===== config.mk =====
export PLATFORM = sky130hd
export DESIGN_NAME = tsr_core
export DESIGN_NICKNAME = d
export VERILOG_FILES = /design/src/inc/tsr_pkg.sv /design/src/hw/tsr_core.sv
export SDC_FILE = /design/constraint.sdc
export NUM_CORES = 1
export LEC_CHECK = 0
export BUFFER_PORTS_ARGS = -buffer_cell sky130_fd_sc_hd__buf_2
export CELL_PAD_IN_SITES_DETAIL_PLACEMENT = 0
export CELL_PAD_IN_SITES_GLOBAL_PLACEMENT = 1
export CORE_ASPECT_RATIO = 2
export CORE_UTILIZATION = 34
export CTS_CLUSTER_DIAMETER = 40
export DETAILED_ROUTE_END_ITERATION = 6
export GPL_ROUTABILITY_DRIVEN = 0
export GPL_TIMING_DRIVEN = 0
export PLACE_DENSITY = 0.76
export RECOVER_POWER = 50
export SLEW_MARGIN = 20
export SYNTH_ARGS = -nofsm -noshare
export SYNTH_HDL_FRONTEND = slang
export SYNTH_SLANG_ARGS = --single-unit
export TNS_END_PERCENT = 5

===== constraint.sdc =====
create_clock -name mclk -period 2.1 [get_ports mclk]
set_clock_uncertainty 0.05 [all_clocks]
set_input_delay 0.42 -clock mclk [delete_from_list [all_inputs] [get_ports mclk]]
set_output_delay 0.42 -clock mclk [all_outputs]
set_load 0.01 [all_outputs]

===== src/inc/tsr_pkg.sv =====
// package: constants for the target selection / response logic
package tsr_pkg;
  // selection record word offsets
  localparam logic [7:0] SEL_OFS_IDENT = 8'h00;
  localparam logic [7:0] SEL_OFS_FLAGS = 8'h04;
  localparam logic [7:0] SEL_OFS_MSG = 8'h08;
  localparam logic [7:0] SEL_OFS_TAG = 8'h0C;
  localparam logic [7:0] SEL_OFS_CDB0 = 8'h10;
  localparam logic [7:0] SEL_OFS_CDB1 = 8'h14;
  localparam logic [7:0] SEL_OFS_CDB2 = 8'h18;
  localparam logic [7:0] SEL_OFS_SEMA = 8'h1C;
  localparam logic [7:0] SEL_LAST_OFS = 8'h1C;
  localparam logic [7:0] WORD_STEP = 8'h04;
  // response parameter block word offsets
  localparam logic [7:0] RSP_OFS_IDENT = 8'h00;
  localparam logic [7:0] RSP_OFS_OPT = 8'h04;
  localparam logic [7:0] RSP_OFS_ADDR = 8'h08;
  localparam logic [7:0] RSP_OFS_COUNT = 8'h0C;
  localparam logic [7:0] RSP_OFS_CTRL = 8'h10;
  localparam logic [7:0] RSP_OFS_TAG = 8'h14;
  localparam logic [7:0] RSP_LAST_OFS = 8'h14;
  // option byte bit positions
  localparam int OPT_DIR_BIT = 1;
  localparam int OPT_XFER_BIT = 2;
  localparam int OPT_TGT_BIT = 4;
  localparam int OPT_ICC_BIT = 5;
  // scsi flags bit positions
  localparam int SF_CMD_BIT = 3;
  localparam int SF_MSG_BIT = 2;
  // special values
  localparam logic [3:0] SEQ_AFTER_SELECT = 4'h5;
  localparam logic [7:0] ERR_NO_SELECT_INFO = 8'h33;
  localparam logic [7:0] TAG_MSG_NONE = 8'h00;
  localparam logic [7:0] ATTN_RELEASE = 8'h02;
  localparam logic [2:0] IRQ_LEVEL_OFF = 3'h0;
  localparam logic [7:0] SEMA_VALID = 8'h01;
  localparam logic [3:0] CDB_MAX = 4'hC;
  localparam logic [7:0] FLAG_TME = 8'h01;
  localparam logic [7:0] FLAG_CC = 8'h80;
  localparam logic [31:0] RESET_WORD = 32'h0000_0000;
endpackage


===== src/hw/tsr_core.sv =====
// target selection reporting and response command decode
`timescale 1ns/1ps
// ----------------------------------------------------------------
// How it works
// report identify byte; invalid if seq 5/33H
// record initiator id; invalid on error 33H
// write command length; valid with command flag
// record message byte, valid with message flag
// record queue tag id and tag message
// twelve byte command area, length bytes valid
// set semaphore then irq unless level zero
// host zeroes record after reading it
// no new record until attention value 2
// host issues responses from command list only
// queue response commands like initiator commands
// always accept unexpected message into status
// response parameter block word layout
// host gives unique identifier per command
// reselect given initiator with identify lun
// drive block address modifier on bus
// option bit 1 picks data direction
// option bit 2 requests a data phase
// option bit 4 marks target response
// option bit 5 suppresses completion interrupt
// buffer address used only with data phase
// transfer count bytes; zero means 4G
// command flag set when command received
// message flag set when message valid
// reserved block bits ignored
// ----------------------------------------------------------------
module tsr_core (
  input wire logic mclk, // 50 MHz clock
  input wire logic rstn, // sync reset, active low
  // selection capture from scsi engine
  input wire logic sel_evt, // one-cycle selection report
  input wire logic [31:0] sel_ident, // target enable command identifier
  input wire logic [7:0] sel_status_flags, // selection flags byte
  input wire logic [7:0] sel_error, // error code
  input wire logic [3:0] sel_seq_code, // error sequence code
  input wire logic sel_disc, // disconnected flag
  input wire logic sel_chk, // check condition sent
  input wire logic sel_msg_valid, // message byte was received
  input wire logic [7:0] sel_msg_byte, // received message byte
  input wire logic [3:0] sel_cdb_len, // command bytes received
  input wire logic [95:0] sel_cdb, // command bytes, byte 0 low
  input wire logic [7:0] sel_init_id, // selecting initiator id
  input wire logic [7:0] sel_ident_msg, // last identify message
  input wire logic [7:0] sel_tag_msg, // queue tag message
  input wire logic [7:0] sel_tag_id, // queue tag identifier
  output logic sel_ready, // record area free
  // host memory write port for selection record
  output logic mw_valid, // memory write request
  input wire logic mw_ready, // memory write accepted
  output logic [7:0] mw_ofs, // byte offset within record
  output logic [31:0] mw_data, // word to write
  // host channel attention and config
  input wire logic attn_wr, // channel attention write pulse
  input wire logic [7:0] attn_val, // channel attention value
  input wire logic [2:0] sel_irq_level, // selection interrupt level
  output logic sel_irq, // selection interrupt pulse
  output logic rec_valid_ident, // identify byte valid
  output logic rec_valid_init, // initiator id valid
  output logic rec_valid_tag, // queue tag id valid
  // response parameter block, one word per beat
  input wire logic pb_valid, // parameter word valid
  output logic pb_ready, // parameter word taken
  input wire logic [7:0] pb_ofs, // word offset
  input wire logic [31:0] pb_data, // parameter word
  // decoded response command
  output logic cmd_valid, // decoded command ready
  input wire logic cmd_ready, // engine takes command
  output logic [31:0] cmd_ident, // command identifier
  output logic [7:0] cmd_init_id, // initiator to reselect
  output logic [7:0] cmd_lun, // lun to reselect
  output logic [5:0] cmd_addr_mod, // bus address modifier
  output logic [31:0] cmd_addr, // host buffer start
  output logic [32:0] cmd_count, // bytes, zero expanded
  output logic cmd_xfer, // data phase wanted
  output logic cmd_to_init, // data goes to initiator
  output logic cmd_target, // target response command
  output logic cmd_irq_en, // completion interrupt wanted
  output logic [7:0] cmd_ctrl, // response control flags
  output logic [7:0] cmd_tag_msg, // queue tag message
  output logic [7:0] cmd_tag_id, // queue tag id
  output logic [7:0] cmd_status, // status or first message
  output logic [7:0] cmd_msg, // message byte
  // unexpected message into status
  input wire logic umsg_evt, // unexpected message pulse
  input wire logic [7:0] umsg_byte, // message from initiator
  output logic [7:0] stat_msg_rcvd, // status block message byte
  output logic stat_msg_flag // message captured flag
);

  // ----------------------------------------------------------------
  // selection record writer
  // ----------------------------------------------------------------
  typedef enum logic [1:0] {TSR_IDLE, TSR_WRITE, TSR_HOLD} tsr_state_t;
  tsr_state_t state_ff;
  tsr_state_t nxt_state;
  logic [7:0] ofs_ff;
  logic [31:0] ident_ff;
  logic [7:0] sflags_ff;
  logic [7:0] err_ff;
  logic [7:0] flags_ff;
  logic [7:0] msg_ff;
  logic [3:0] len_ff;
  logic [7:0] init_ff;
  logic [7:0] idm_ff;
  logic [7:0] tmsg_ff;
  logic [7:0] tid_ff;
  logic [95:0] cdb_ff;
  logic irq_ff;
  logic [3:0] len_clip;
  logic [95:0] cdb_mask;
  logic release_hit;

  // clip length to the command area
  assign len_clip = (sel_cdb_len > tsr_pkg::CDB_MAX) ? tsr_pkg::CDB_MAX : sel_cdb_len;
  assign release_hit = attn_wr && (attn_val == tsr_pkg::ATTN_RELEASE);

  // zero command bytes beyond the length
  always_comb begin
    cdb_mask = '0;
    for (int i = 0; i < 12; i++) begin
      if (4'(i) < len_clip) begin
        cdb_mask[i*8 +: 8] = 8'hFF;
      end
    end
  end

  // capture selection data
  always_ff @(posedge mclk) begin
    if (!rstn) begin
      ident_ff <= tsr_pkg::RESET_WORD;
      sflags_ff <= 8'h00;
      err_ff <= 8'h00;
      flags_ff <= 8'h00;
      msg_ff <= 8'h00;
      len_ff <= 4'h0;
      init_ff <= 8'h00;
      idm_ff <= 8'h00;
      tmsg_ff <= 8'h00;
      tid_ff <= 8'h00;
      cdb_ff <= '0;
    end else if (state_ff == TSR_IDLE && sel_evt) begin
      ident_ff <= sel_ident;
      sflags_ff <= {sel_seq_code, len_clip != 4'h0, sel_msg_valid, sel_chk, sel_disc};
      err_ff <= sel_error;
      flags_ff <= sel_status_flags;
      msg_ff <= sel_msg_valid ? sel_msg_byte : 8'h00;
      len_ff <= len_clip;
      init_ff <= sel_init_id;
      idm_ff <= sel_ident_msg;
      tmsg_ff <= sel_tag_msg;
      tid_ff <= sel_tag_id;
      cdb_ff <= sel_cdb & cdb_mask;
    end
  end

  // record validity views
  assign rec_valid_ident = (sflags_ff[7:4] != tsr_pkg::SEQ_AFTER_SELECT) &&
                           (err_ff != tsr_pkg::ERR_NO_SELECT_INFO);
  assign rec_valid_init = err_ff != tsr_pkg::ERR_NO_SELECT_INFO;
  assign rec_valid_tag = tmsg_ff != tsr_pkg::TAG_MSG_NONE;

  // word mux: semaphore word written last
  always_comb begin
    if (ofs_ff == tsr_pkg::SEL_OFS_IDENT) begin
      mw_data = ident_ff;
    end else if (ofs_ff == tsr_pkg::SEL_OFS_FLAGS) begin
      mw_data = {flags_ff, err_ff, 8'h00, sflags_ff};
    end else if (ofs_ff == tsr_pkg::SEL_OFS_MSG) begin
      mw_data = {idm_ff, init_ff, 4'h0, len_ff, msg_ff};
    end else if (ofs_ff == tsr_pkg::SEL_OFS_TAG) begin
      mw_data = {16'h0000, tid_ff, tmsg_ff};
    end else if (ofs_ff == tsr_pkg::SEL_OFS_CDB0) begin
      mw_data = cdb_ff[31:0];
    end else if (ofs_ff == tsr_pkg::SEL_OFS_CDB1) begin
      mw_data = cdb_ff[63:32];
    end else if (ofs_ff == tsr_pkg::SEL_OFS_CDB2) begin
      mw_data = cdb_ff[95:64];
    end else begin
      mw_data = {tsr_pkg::SEMA_VALID, 24'h000000};
    end
  end

  assign mw_valid = state_ff == TSR_WRITE;
  assign mw_ofs = ofs_ff;
  assign sel_ready = state_ff == TSR_IDLE;
  assign sel_irq = irq_ff;

  // next state of record writer
  always_comb begin
    nxt_state = state_ff;
    case (state_ff)
      TSR_IDLE: begin
        if (sel_evt) begin
          nxt_state = TSR_WRITE;
        end
      end
      TSR_WRITE: begin
        if (mw_ready && ofs_ff == tsr_pkg::SEL_LAST_OFS) begin
          nxt_state = TSR_HOLD;
        end
      end
      default: begin
        if (release_hit) begin
          nxt_state = TSR_IDLE;
        end
      end
    endcase
  end

  // state, offset walk and interrupt
  always_ff @(posedge mclk) begin
    if (!rstn) begin
      state_ff <= TSR_IDLE;
      ofs_ff <= tsr_pkg::SEL_OFS_IDENT;
      irq_ff <= 1'b0;
    end else begin
      state_ff <= nxt_state;
      irq_ff <= 1'b0;
      if (state_ff == TSR_IDLE) begin
        ofs_ff <= tsr_pkg::SEL_OFS_IDENT;
      end else if (state_ff == TSR_WRITE && mw_ready) begin
        ofs_ff <= ofs_ff + tsr_pkg::WORD_STEP;
        if (ofs_ff == tsr_pkg::SEL_LAST_OFS) begin
          irq_ff <= sel_irq_level != tsr_pkg::IRQ_LEVEL_OFF;
        end
      end
    end
  end

  // ----------------------------------------------------------------
  // response parameter block decode
  // ----------------------------------------------------------------
  logic cmd_full_ff;
  logic [7:0] opt_ff;
  logic [31:0] cnt_ff;
  logic [31:0] addr_ff;
  logic pb_last;

  assign pb_ready = !cmd_full_ff;
  assign pb_last = pb_valid && pb_ready && pb_ofs == tsr_pkg::RSP_LAST_OFS;
  assign cmd_valid = cmd_full_ff;

  // gather block words, reserved fields dropped
  always_ff @(posedge mclk) begin
    if (!rstn) begin
      cmd_ident <= tsr_pkg::RESET_WORD;
      cmd_lun <= 8'h00;
      opt_ff <= 8'h00;
      cmd_addr_mod <= 6'h00;
      cmd_init_id <= 8'h00;
      addr_ff <= tsr_pkg::RESET_WORD;
      cnt_ff <= tsr_pkg::RESET_WORD;
      cmd_ctrl <= 8'h00;
      cmd_tag_msg <= 8'h00;
      cmd_tag_id <= 8'h00;
      cmd_status <= 8'h00;
      cmd_msg <= 8'h00;
    end else if (pb_valid && pb_ready) begin
      if (pb_ofs == tsr_pkg::RSP_OFS_IDENT) begin
        cmd_ident <= pb_data;
      end else if (pb_ofs == tsr_pkg::RSP_OFS_OPT) begin
        cmd_lun <= pb_data[7:0];
        opt_ff <= pb_data[15:8];
        cmd_addr_mod <= pb_data[21:16];
        cmd_init_id <= pb_data[31:24];
      end else if (pb_ofs == tsr_pkg::RSP_OFS_ADDR) begin
        addr_ff <= pb_data;
      end else if (pb_ofs == tsr_pkg::RSP_OFS_COUNT) begin
        cnt_ff <= pb_data;
      end else if (pb_ofs == tsr_pkg::RSP_OFS_CTRL) begin
        cmd_ctrl <= pb_data[23:16];
      end else if (pb_ofs == tsr_pkg::RSP_OFS_TAG) begin
        cmd_tag_msg <= pb_data[7:0];
        cmd_tag_id <= pb_data[15:8];
        cmd_status <= pb_data[23:16];
        cmd_msg <= pb_data[31:24];
      end
    end
  end

  // hold one decoded command until the engine takes it
  always_ff @(posedge mclk) begin
    if (!rstn) begin
      cmd_full_ff <= 1'b0;
    end else if (pb_last) begin
      cmd_full_ff <= 1'b1;
    end else if (cmd_ready) begin
      cmd_full_ff <= 1'b0;
    end
  end

  // option decode
  assign cmd_xfer = opt_ff[tsr_pkg::OPT_XFER_BIT];
  assign cmd_to_init = cmd_xfer && opt_ff[tsr_pkg::OPT_DIR_BIT];
  assign cmd_target = opt_ff[tsr_pkg::OPT_TGT_BIT];
  assign cmd_irq_en = !opt_ff[tsr_pkg::OPT_ICC_BIT];
  assign cmd_addr = cmd_xfer ? addr_ff : tsr_pkg::RESET_WORD;
  assign cmd_count = (cnt_ff == tsr_pkg::RESET_WORD) ? {1'b1, 32'h0000_0000} : {1'b0, cnt_ff};

  // ----------------------------------------------------------------
  // unexpected message capture, set wins over clear
  // ----------------------------------------------------------------
  always_ff @(posedge mclk) begin
    if (!rstn) begin
      stat_msg_rcvd <= 8'h00;
      stat_msg_flag <= 1'b0;
    end else if (umsg_evt) begin
      stat_msg_rcvd <= umsg_byte;
      stat_msg_flag <= 1'b1;
    end else if (pb_last) begin
      stat_msg_flag <= 1'b0;
    end
  end

endmodule


==> metrics.log, run 1 <==
[metrics] Gate Count Post-Synth: ~1900
[metrics] Die Width: approximately 160 um
[metrics] effective utilization at floorplan: 34.40%
[metrics] Data arrival, critical path: around 2.4 ns
[metrics] Critical Path End Type: output pin
[metrics] floorplan die height: 308.8 um
[metrics] fin crit share: 136.8%
[metrics] worst-path cell chain: or4_4, buf_8, a31oi_4, a31oi_1, a31oi_1, buf_2
[metrics] family of cells with the greatest summed delay on the critical path: simple AND/OR/NAND/NOR gates
[metrics] Min Clock Period, post-route: between 2 and 3 ns
[metrics] number of storage elements in the synthesis netlist: 377
[metrics] mean area per synthesized cell: approximately 8.4 um2
[metrics] tightest slew margin relative to the limit: between 30% and 40%
[metrics] via count of the first global-routing pass: around 17000
[metrics] GRT Util Overall: a little under a third
[metrics] number of max-capacitance violations reported: 0
[metrics] class of the worst hold path: in2reg
[metrics] master cell of the clock root buffer: sky130_fd_sc_hd__clkbuf_16
[metrics] Post-Place Setup Slack: -1.203 ns
[metrics] DRT Wirelength: roughly 74 mm
[metrics] share of synthesized registers carrying an async set or reset: 0%
[metrics] number of placed I/O pins: 482
[metrics] Largest stage delay, worst path: approximately 0.64 ns
[metrics] DR DRC count: 0
[metrics] power share of the combinational group: roughly 9.8%
[metrics] kind of launch point of the worst setup path: flop
[metrics] slowest library cell on the worst path: sky130_fd_sc_hd__or4_4
[metrics] Detail Route Antenna Nets: 0
[metrics] CTS tree: yes
[metrics] slew at the pin closest to its max-slew limit: between 0.9 and 1 ns
[metrics] DRT Pass-1 Iters: 5
[metrics] hpwl dp: about 59 mm
[metrics] Filler cells: roughly 4800
[metrics] total of buffers placed on input and output ports: 476
[metrics] row cnt: 112
[metrics] Crit Path Class: reg2out
[metrics] number of buffers added by the clock tree synthesis step: between 40 and 50
[metrics] total overflow reported by the global router: 0
[metrics] clock latency on the worst-skew pair: approximately 0.57 ns
[metrics] switching portion of total power: 26.45%
[metrics] Routed wire per std cell: roughly 24 um
[metrics] number of failing setup endpoints in the final timing report: 93
[metrics] first-pass GRT wire length: 104.3 mm
[metrics] level count of the clock H-tree: 2
[metrics] Internal Dissipation: between 0.01 and 0.015 W
[metrics] most used cells in the layout excluding fill and tap cells: sky130_fd_sc_hd__nand2_1, sky130_fd_sc_hd__buf_2, sky130_fd_sc_hd__dfxtp_1
[metrics] relative contribution of the clock network to total power: a little under half
[metrics] number of hold violations in the final report: 0
[metrics] total number of clock tree sinks: 377
[metrics] Sequential Power Share: 45.0%
[metrics] fraction of final layout cells sized beyond drive strength 1: between 20% and 30%
[metrics] WHS: roughly 0.016 ns
[metrics] sequential fraction of the synthesis area: approximately 47%
[metrics] Static Leakage: about 9.1 nW
[metrics] number of buffers on the longest clock path: 3
[metrics] drt via density: around 5.2
[metrics] pin count of the biggest net entering global routing: 14
[metrics] total power density per cell area: about 780 nW/um2
[metrics] number of synthesized flops with an enable pin: 0
[metrics] cell area after technology mapping: approximately 16000 um2
[metrics] worst path required time: around 1.6 ns
[metrics] DIE AREA: approximately 48000 um2
[metrics] most frequent cell on the critical path: sky130_fd_sc_hd__a31oi_1
[metrics] clock input transition at the sequential cells of the worst setup and hold paths: roughly 0.060 ns
[metrics] number of slew-limit violations in the final report: 0
[metrics] run status: finished, violations left
[metrics] yosys synthesis warning count: 0
[metrics] Synth Flop Type: sky130_fd_sc_hd__dfxtp_1
[metrics] violations in the final reports: setup timing
[metrics] largest fanout of any net on the critical path: 5
[metrics] Initial DRC Count: around 1000
[metrics] maximum ir drop on the vdd rail: a little over 0.0006 V
[metrics] most common cell after layout, fill and taps aside: sky130_fd_sc_hd__nand2_1
[metrics] area of the placeable core: ~47000 um2
[metrics] final standard cell utilization of the core: ~46%
[metrics] initial antenna violation count: 13
[metrics] DR vias: 16190
[metrics] Cell variety after synth: between 50 and 60
[metrics] setup repair after global routing missed its margin: true
[metrics] layout-stage area growth over the synthesis result: 33.36%
[metrics] reported net switching power: between 0.004 and 0.005 W
[metrics] worst path bufs/invs: 2
[metrics] max frequency: between 0.3 and 0.4 GHz
[metrics] setup slack after layout: -0.7721 ns
[metrics] final net count: roughly 2700
## sequential cells by signal (all words and copies together), names as in the netlist, 32 cells and up
name	cells
cdb_ff	96
addr_ff	32
cmd_ident	32
cnt_ff	32
ident_ff	32
## power by group through the flow
stage | combinational [W] | clock (W) | sequential, W
2_1_floorplan | 0.000784 | 0 | 0.00762
3_3_place_gp | 0.00155 | 0 | 0.00766
3_5_place_dp | 0.00157 | 0 | 0.00766
4_1_cts | 0.00162 | 0.00764 | 0.00751
5_1_grt | 0.00175 | 0.00792 | 0.00753
6_report | 0.00163 | 0.00754 | 0.00751
## worst register-to-register path, cell delays in order, from the launching register on
cell and delay (ns):
sky130_fd_sc_hd__dfxtp_1 0.37, sky130_fd_sc_hd__nor4b_4 0.42, sky130_fd_sc_hd__nand4_1 0.60, sky130_fd_sc_hd__buf_4 0.43, sky130_fd_sc_hd__nand3_1 0.10, sky130_fd_sc_hd__o21ai_0 0.10
## synth_stat cells, types with 5 or more instances
cell type / number / area share [%]
sky130_fd_sc_hd__nand2_1: 422 / 9.9
sky130_fd_sc_hd__dfxtp_1: 377 / 47
sky130_fd_sc_hd__clkbuf_1: 129 / 3.0
sky130_fd_sc_hd__a21boi_0: 123 / 5.8
sky130_fd_sc_hd__o21ai_0: 122 / 3.8
sky130_fd_sc_hd__nand3_1: 113 / 3.5
sky130_fd_sc_hd__mux2i_1: 98 / 6.1
sky130_fd_sc_hd__a21oi_1: 79 / 2.5
sky130_fd_sc_hd__nor2b_1: 67 / 2.6
sky130_fd_sc_hd__a22oi_1: 56 / 2.6
sky130_fd_sc_hd__nor2_1: 38 / 0.89
sky130_fd_sc_hd__and2_1: 37 / 1.4
sky130_fd_sc_hd__buf_2: 36 / 1.1
sky130_fd_sc_hd__a31oi_1: 28 / 1.1
sky130_fd_sc_hd__nand2b_1: 28 / 1.1
sky130_fd_sc_hd__buf_1: 18 / 0.42
sky130_fd_sc_hd__a22o_1: 16 / 0.88
sky130_fd_sc_hd__o2bb2ai_1: 15 / 0.82
sky130_fd_sc_hd__a32oi_1: 12 / 0.66
sky130_fd_sc_hd__nor4_1: 12 / 0.47
sky130_fd_sc_hd__o211ai_1: 12 / 0.56
sky130_fd_sc_hd__inv_1: 8 / 0.19
sky130_fd_sc_hd__buf_6: 5 / 0.35
## path summary, 6_finish.rpt
kind	startpoint	endpoint	slack, ns	depth (start not counted)
min	sel_cdb[87]	cdb_ff[87]	0.02	2
max	mw_ofs[7]	mw_data[10]	-0.77	6
min reg2reg	addr_ff[17]	addr_ff[17]	0.41	2
max reg2reg	cmd_valid	cnt_ff[19]	-0.12	5
## through the flow
stage / total power, W / area, um2 / setup TNS, ns / instances
after detailed placement: 0.009236 / 19190 / -133.32 / 3009
after global placement: 0.009204 / 19180 / -140.48 / 3009
final: 0.01669 / 21340 / -27.42 / 3106
after global routing: 0.01720 / 21320 / -35.07 / 3095
after floorplan: 0.008405 / 16010 / -0.7213 / 1906
after CTS: 0.01676 / 21280 / -28.72 / 3093
## kinds of logic after synthesis
logic type                 share of synthesized area [%]
and+or+nand+nor                                    21.55
other                                            0.02343
xor gates and xnor gates                          0.1642
buffers and inverters                              5.324
adders and majority gates                         0.3127
DFF                                                47.16
muxes                                              6.129
AOI/OAI and AO/OA                                  19.34
## metal layers
layer | up-vias | global-route usage, % | wire [um]
met3 | 259 | 6.402 | 5023
met4 | 8 | 24.19 | 6325
met1 | 7563 | 25.82 | 22360
met2 | 760 | 58.67 | 39750
met5 | - | 0 | 50
li1 | 7596 | - | -
## cell type report
cell class                 count  area [um2]  area share [%]
antenna                       13       32.53          0.1524
timing repair buffer         493        2420           11.34
buffer                       190        1189           5.569
sequential                   377        7567           35.46
tap                          627       784.5           3.676
multi-input combinational   1328        7936           37.18
clock inverter                16       214.0           1.002
inverter                       9       47.55          0.2228
clock buffer                  53        1152           5.399
## repair_timing
item | in CTS | in global routing
gates cloned | 2 | 0
setup buffers | 13 | 1
gates resized for setup | 201 | 56
endpoints found under the setup margin | 302 | 158
hold buffers | 1 | 0
endpoints found under the hold margin | 1 | 0
pin swaps | 18 | 10
(Power assumes the default switching activity.)
==> inputs of run 2 (changes only) <==
--- a/config.mk
+++ b/config.mk
@@ -14,7 +14,7 @@
 export DETAILED_ROUTE_END_ITERATION = 6
 export GPL_ROUTABILITY_DRIVEN = 0
 export GPL_TIMING_DRIVEN = 0
-export PLACE_DENSITY = 0.76
+export PLACE_DENSITY_LB_ADDON = 0.15
 export RECOVER_POWER = 50
 export SLEW_MARGIN = 20
 export SYNTH_ARGS = -nofsm -noshare
==> run 2 against run 1 <==
  * The flow still finishes with violations (setup timing)
  * Count of clock-buffer cells in the layout increased by 1
  * Wire length down 1.2%
  * Power grew 1.2%
  * Critical endpoint is now mw_data[11]
  * Largest power group unchanged
  * Highest routed layer unchanged
==> metrics.log, run 2 (same netlist as run 1, synthesis figures left out) <==
[metrics] setup repair after global routing missed its margin: true
[metrics] level count of the clock H-tree: 2 (unchanged)
[metrics] via count of the first global-routing pass: 16430 (-0.78%)
[metrics] relative contribution of the clock network to total power: 46.0% (+0.8 points)
[metrics] drt via density: 5.141 (-1.3%)
[metrics] tightest slew margin relative to the limit: 39.37% (+3.3 points)
[metrics] class of the worst hold path: in2reg
[metrics] Die Width: 155.4 um (unchanged)
[metrics] clock input transition at the sequential cells of the worst setup and hold paths: 0.07 ns (about the same)
[metrics] first-pass GRT wire length: 103.3 mm (-0.97%)
[metrics] number of hold violations in the final report: 0 (unchanged)
[metrics] switching portion of total power: 26.32% (-0.13 points)
[metrics] Min Clock Period, post-route: 2.783 ns (-0.08873 ns)
[metrics] register containing the most flip-flops in the final layout: cdb_ff
[metrics] total number of clock tree sinks: 377 (unchanged)
[metrics] fin crit share: 132.5% (-4.2 points)
[metrics] Reg2Reg Launch Point: cmd_valid
[metrics] Worst setup startpoint: mw_ofs[7]
[metrics] Crit Path Class: reg2out
[metrics] Initial DRC Count: 667 (-33%)
[metrics] master cell of the clock root buffer: sky130_fd_sc_hd__clkbuf_16
[metrics] total cell area at the placement stage: 19180 um2 (about the same)
[metrics] worst path required time: 1.63 ns (about the same)
[metrics] DIE AREA: 47990 um2 (unchanged)
[metrics] total overflow reported by the global router: 0 (unchanged)
[metrics] number of buffers on the longest clock path: 3 (unchanged)
[metrics] design area: 21370 um2 (+0.13%)
[metrics] DR vias: 16030 (-0.96%)
[metrics] number of max-capacitance violations reported: 0 (unchanged)
[metrics] DRT Pass-1 Iters: 5 (unchanged)
[metrics] initial antenna violation count: 19 (+6)
[metrics] floorplan die height: 308.8 um (unchanged)
[metrics] DR DRC count: 0 (unchanged)
[metrics] number of placed I/O pins: 482 (unchanged)
[metrics] Pwr Total: 0.01689 W (+1.2%)
[metrics] flip-flop count of the largest register, all copies and words added: 96 (unchanged)
[metrics] power share of the combinational group: 9.5% (-0.3 points)
[metrics] Routed wire per std cell: 23.30 um (-1.5%)
[metrics] area of the placeable core: 46520 um2 (unchanged)
[metrics] run status: finished, violations left
[metrics] Internal Dissipation: 0.01245 W (+1.4%)
[metrics] hpwl dp: 58.99 mm (-0.42%)
[metrics] number of buffers added to fix hold violations after cts: 0 (-1)
[metrics] Detail Route Antenna Nets: 0 (unchanged)
[metrics] Sequential Power Share: 44.5% (-0.5 points)
[metrics] number of failing setup endpoints in the final timing report: 95 (+2.2%)
[metrics] Static Leakage: 9.071 nW (-0.44%)
[metrics] total of buffers placed on input and output ports: 476 (unchanged)
[metrics] GRT Util Overall: 29.79% (-0.33 points)
[metrics] Critical Path End Type: output pin
[metrics] maximum ir drop on the vdd rail: 0.0007030 V (+16%)
[metrics] setup slack after layout: -0.6834 ns (+0.08873 ns)
[metrics] reported net switching power: 0.004447 W (+0.72%)
[metrics] largest fanout of any net on the critical path: 5 (unchanged)
[metrics] slew at the pin closest to its max-slew limit: 0.9094 ns (-0.05005 ns)
[metrics] total power density per cell area: 790.5 nW/um2 (+1.1%)
[metrics] clock latency on the worst-skew pair: 0.55 ns (-0.02 ns)
[metrics] pin count of the biggest net entering global routing: 16 (+2)
[metrics] CTS tree: yes
[metrics] row cnt: 112 (unchanged)
[metrics] kind of launch point of the worst setup path: flop
[metrics] final net count: 2719 (+0.44%)
[metrics] effective utilization at floorplan: 34.40% (unchanged)
[metrics] number of slew-limit violations in the final report: 0 (unchanged)
[metrics] most common cell after layout, fill and taps aside: sky130_fd_sc_hd__nand2_1
[metrics] Hold Path Origin: sel_cdb[86]
[metrics] number of buffers added by the clock tree synthesis step: 42 (unchanged)
[metrics] layout-stage area growth over the synthesis result: 33.53%
[metrics] DRT Wirelength: 72.66 mm (-1.2%)
[metrics] violations in the final reports: setup timing
[metrics] most used cells in the layout excluding fill and tap cells: sky130_fd_sc_hd__nand2_1, sky130_fd_sc_hd__buf_2, sky130_fd_sc_hd__dfxtp_1
[metrics] max frequency: 0.3593 GHz (+3.2%)
[metrics] Data arrival, critical path: 2.31 ns (-0.09 ns)
[metrics] fraction of final layout cells sized beyond drive strength 1: 23.89% (-0.96 points)
-- run 2: worst paths after layout --
path	endpoint	slack [ns]	depth (start not counted)
worst max register to register	cnt_ff[22]	0.05	5
worst max-delay path	mw_data[11]	-0.68	6
worst min-delay path	cdb_ff[86]	0.04	2
worst min register to register	addr_ff[9]	0.41	2
-- run 2: final cells by class --
cell class | count | area, um2
fill | 4878 | 25150
multi-input combinational | 1328 | 7888
sequential | 377 | 7570
timing repair buffer | 506 | 2489
clock buffer | 54 | 1200
buffer | 189 | 1136
tap | 627 | 784.5
clock inverter | 23 | 241.5
inverter | 9 | 50.05
antenna | 5 | 12.51
-- run 2: per-stage QoR --
step | worst slack (ns) | util (%) | TNS (ns) | instances | hold WS, ns
global route | -0.7328 | 45.92 | -36.47 | 3115 | 0.03421
detailed placement | -1.137 | 41.22 | -82.53 | 3009 | 0.3983
floorplan | -0.06550 | - | -0.7213 | 1906 | 0.3839
CTS | -0.7350 | 45.77 | -21.97 | 3108 | 0.02247
global placement | -1.154 | 41.22 | -74.43 | 3009 | 0.3898
finish | -0.6834 | 45.93 | -23.73 | 3118 | 0.03571
-- run 2: worst max-delay path: stages, from the launching register on --
cell and delay (ns):
sky130_fd_sc_hd__dfxtp_4 0.37, sky130_fd_sc_hd__or4_4 0.61, sky130_fd_sc_hd__buf_8 0.18, sky130_fd_sc_hd__a31oi_1 0.14
sky130_fd_sc_hd__a31oi_1 0.06, sky130_fd_sc_hd__a31oi_1 0.22, sky130_fd_sc_hd__buf_2 0.18
-- run 2: power by group through the flow --
stage	clock network [W]	registers, W	logic [W]
3_3_place_gp	0	0.00766	0.00154
5_1_grt	0.00810	0.00753	0.00172
4_1_cts	0.00787	0.00751	0.00161
6_report	0.00778	0.00752	0.00160
2_1_floorplan	0	0.00762	0.000784
3_5_place_dp	0	0.00767	0.00157
-- run 2: layer usage --
layer,track usage [%],wire [um]
met2,58.48,39390
met1,24.93,22100
met4,22.96,6252
met5,0,189
met3,7.257,4728
-- run 2: repair_timing --
item	4_1_cts	5_1_grt
buffers inserted	20	7
resized for setup	172	81
cloned	2	1
pin swaps	16	19
endpoints found under the setup margin	181	122
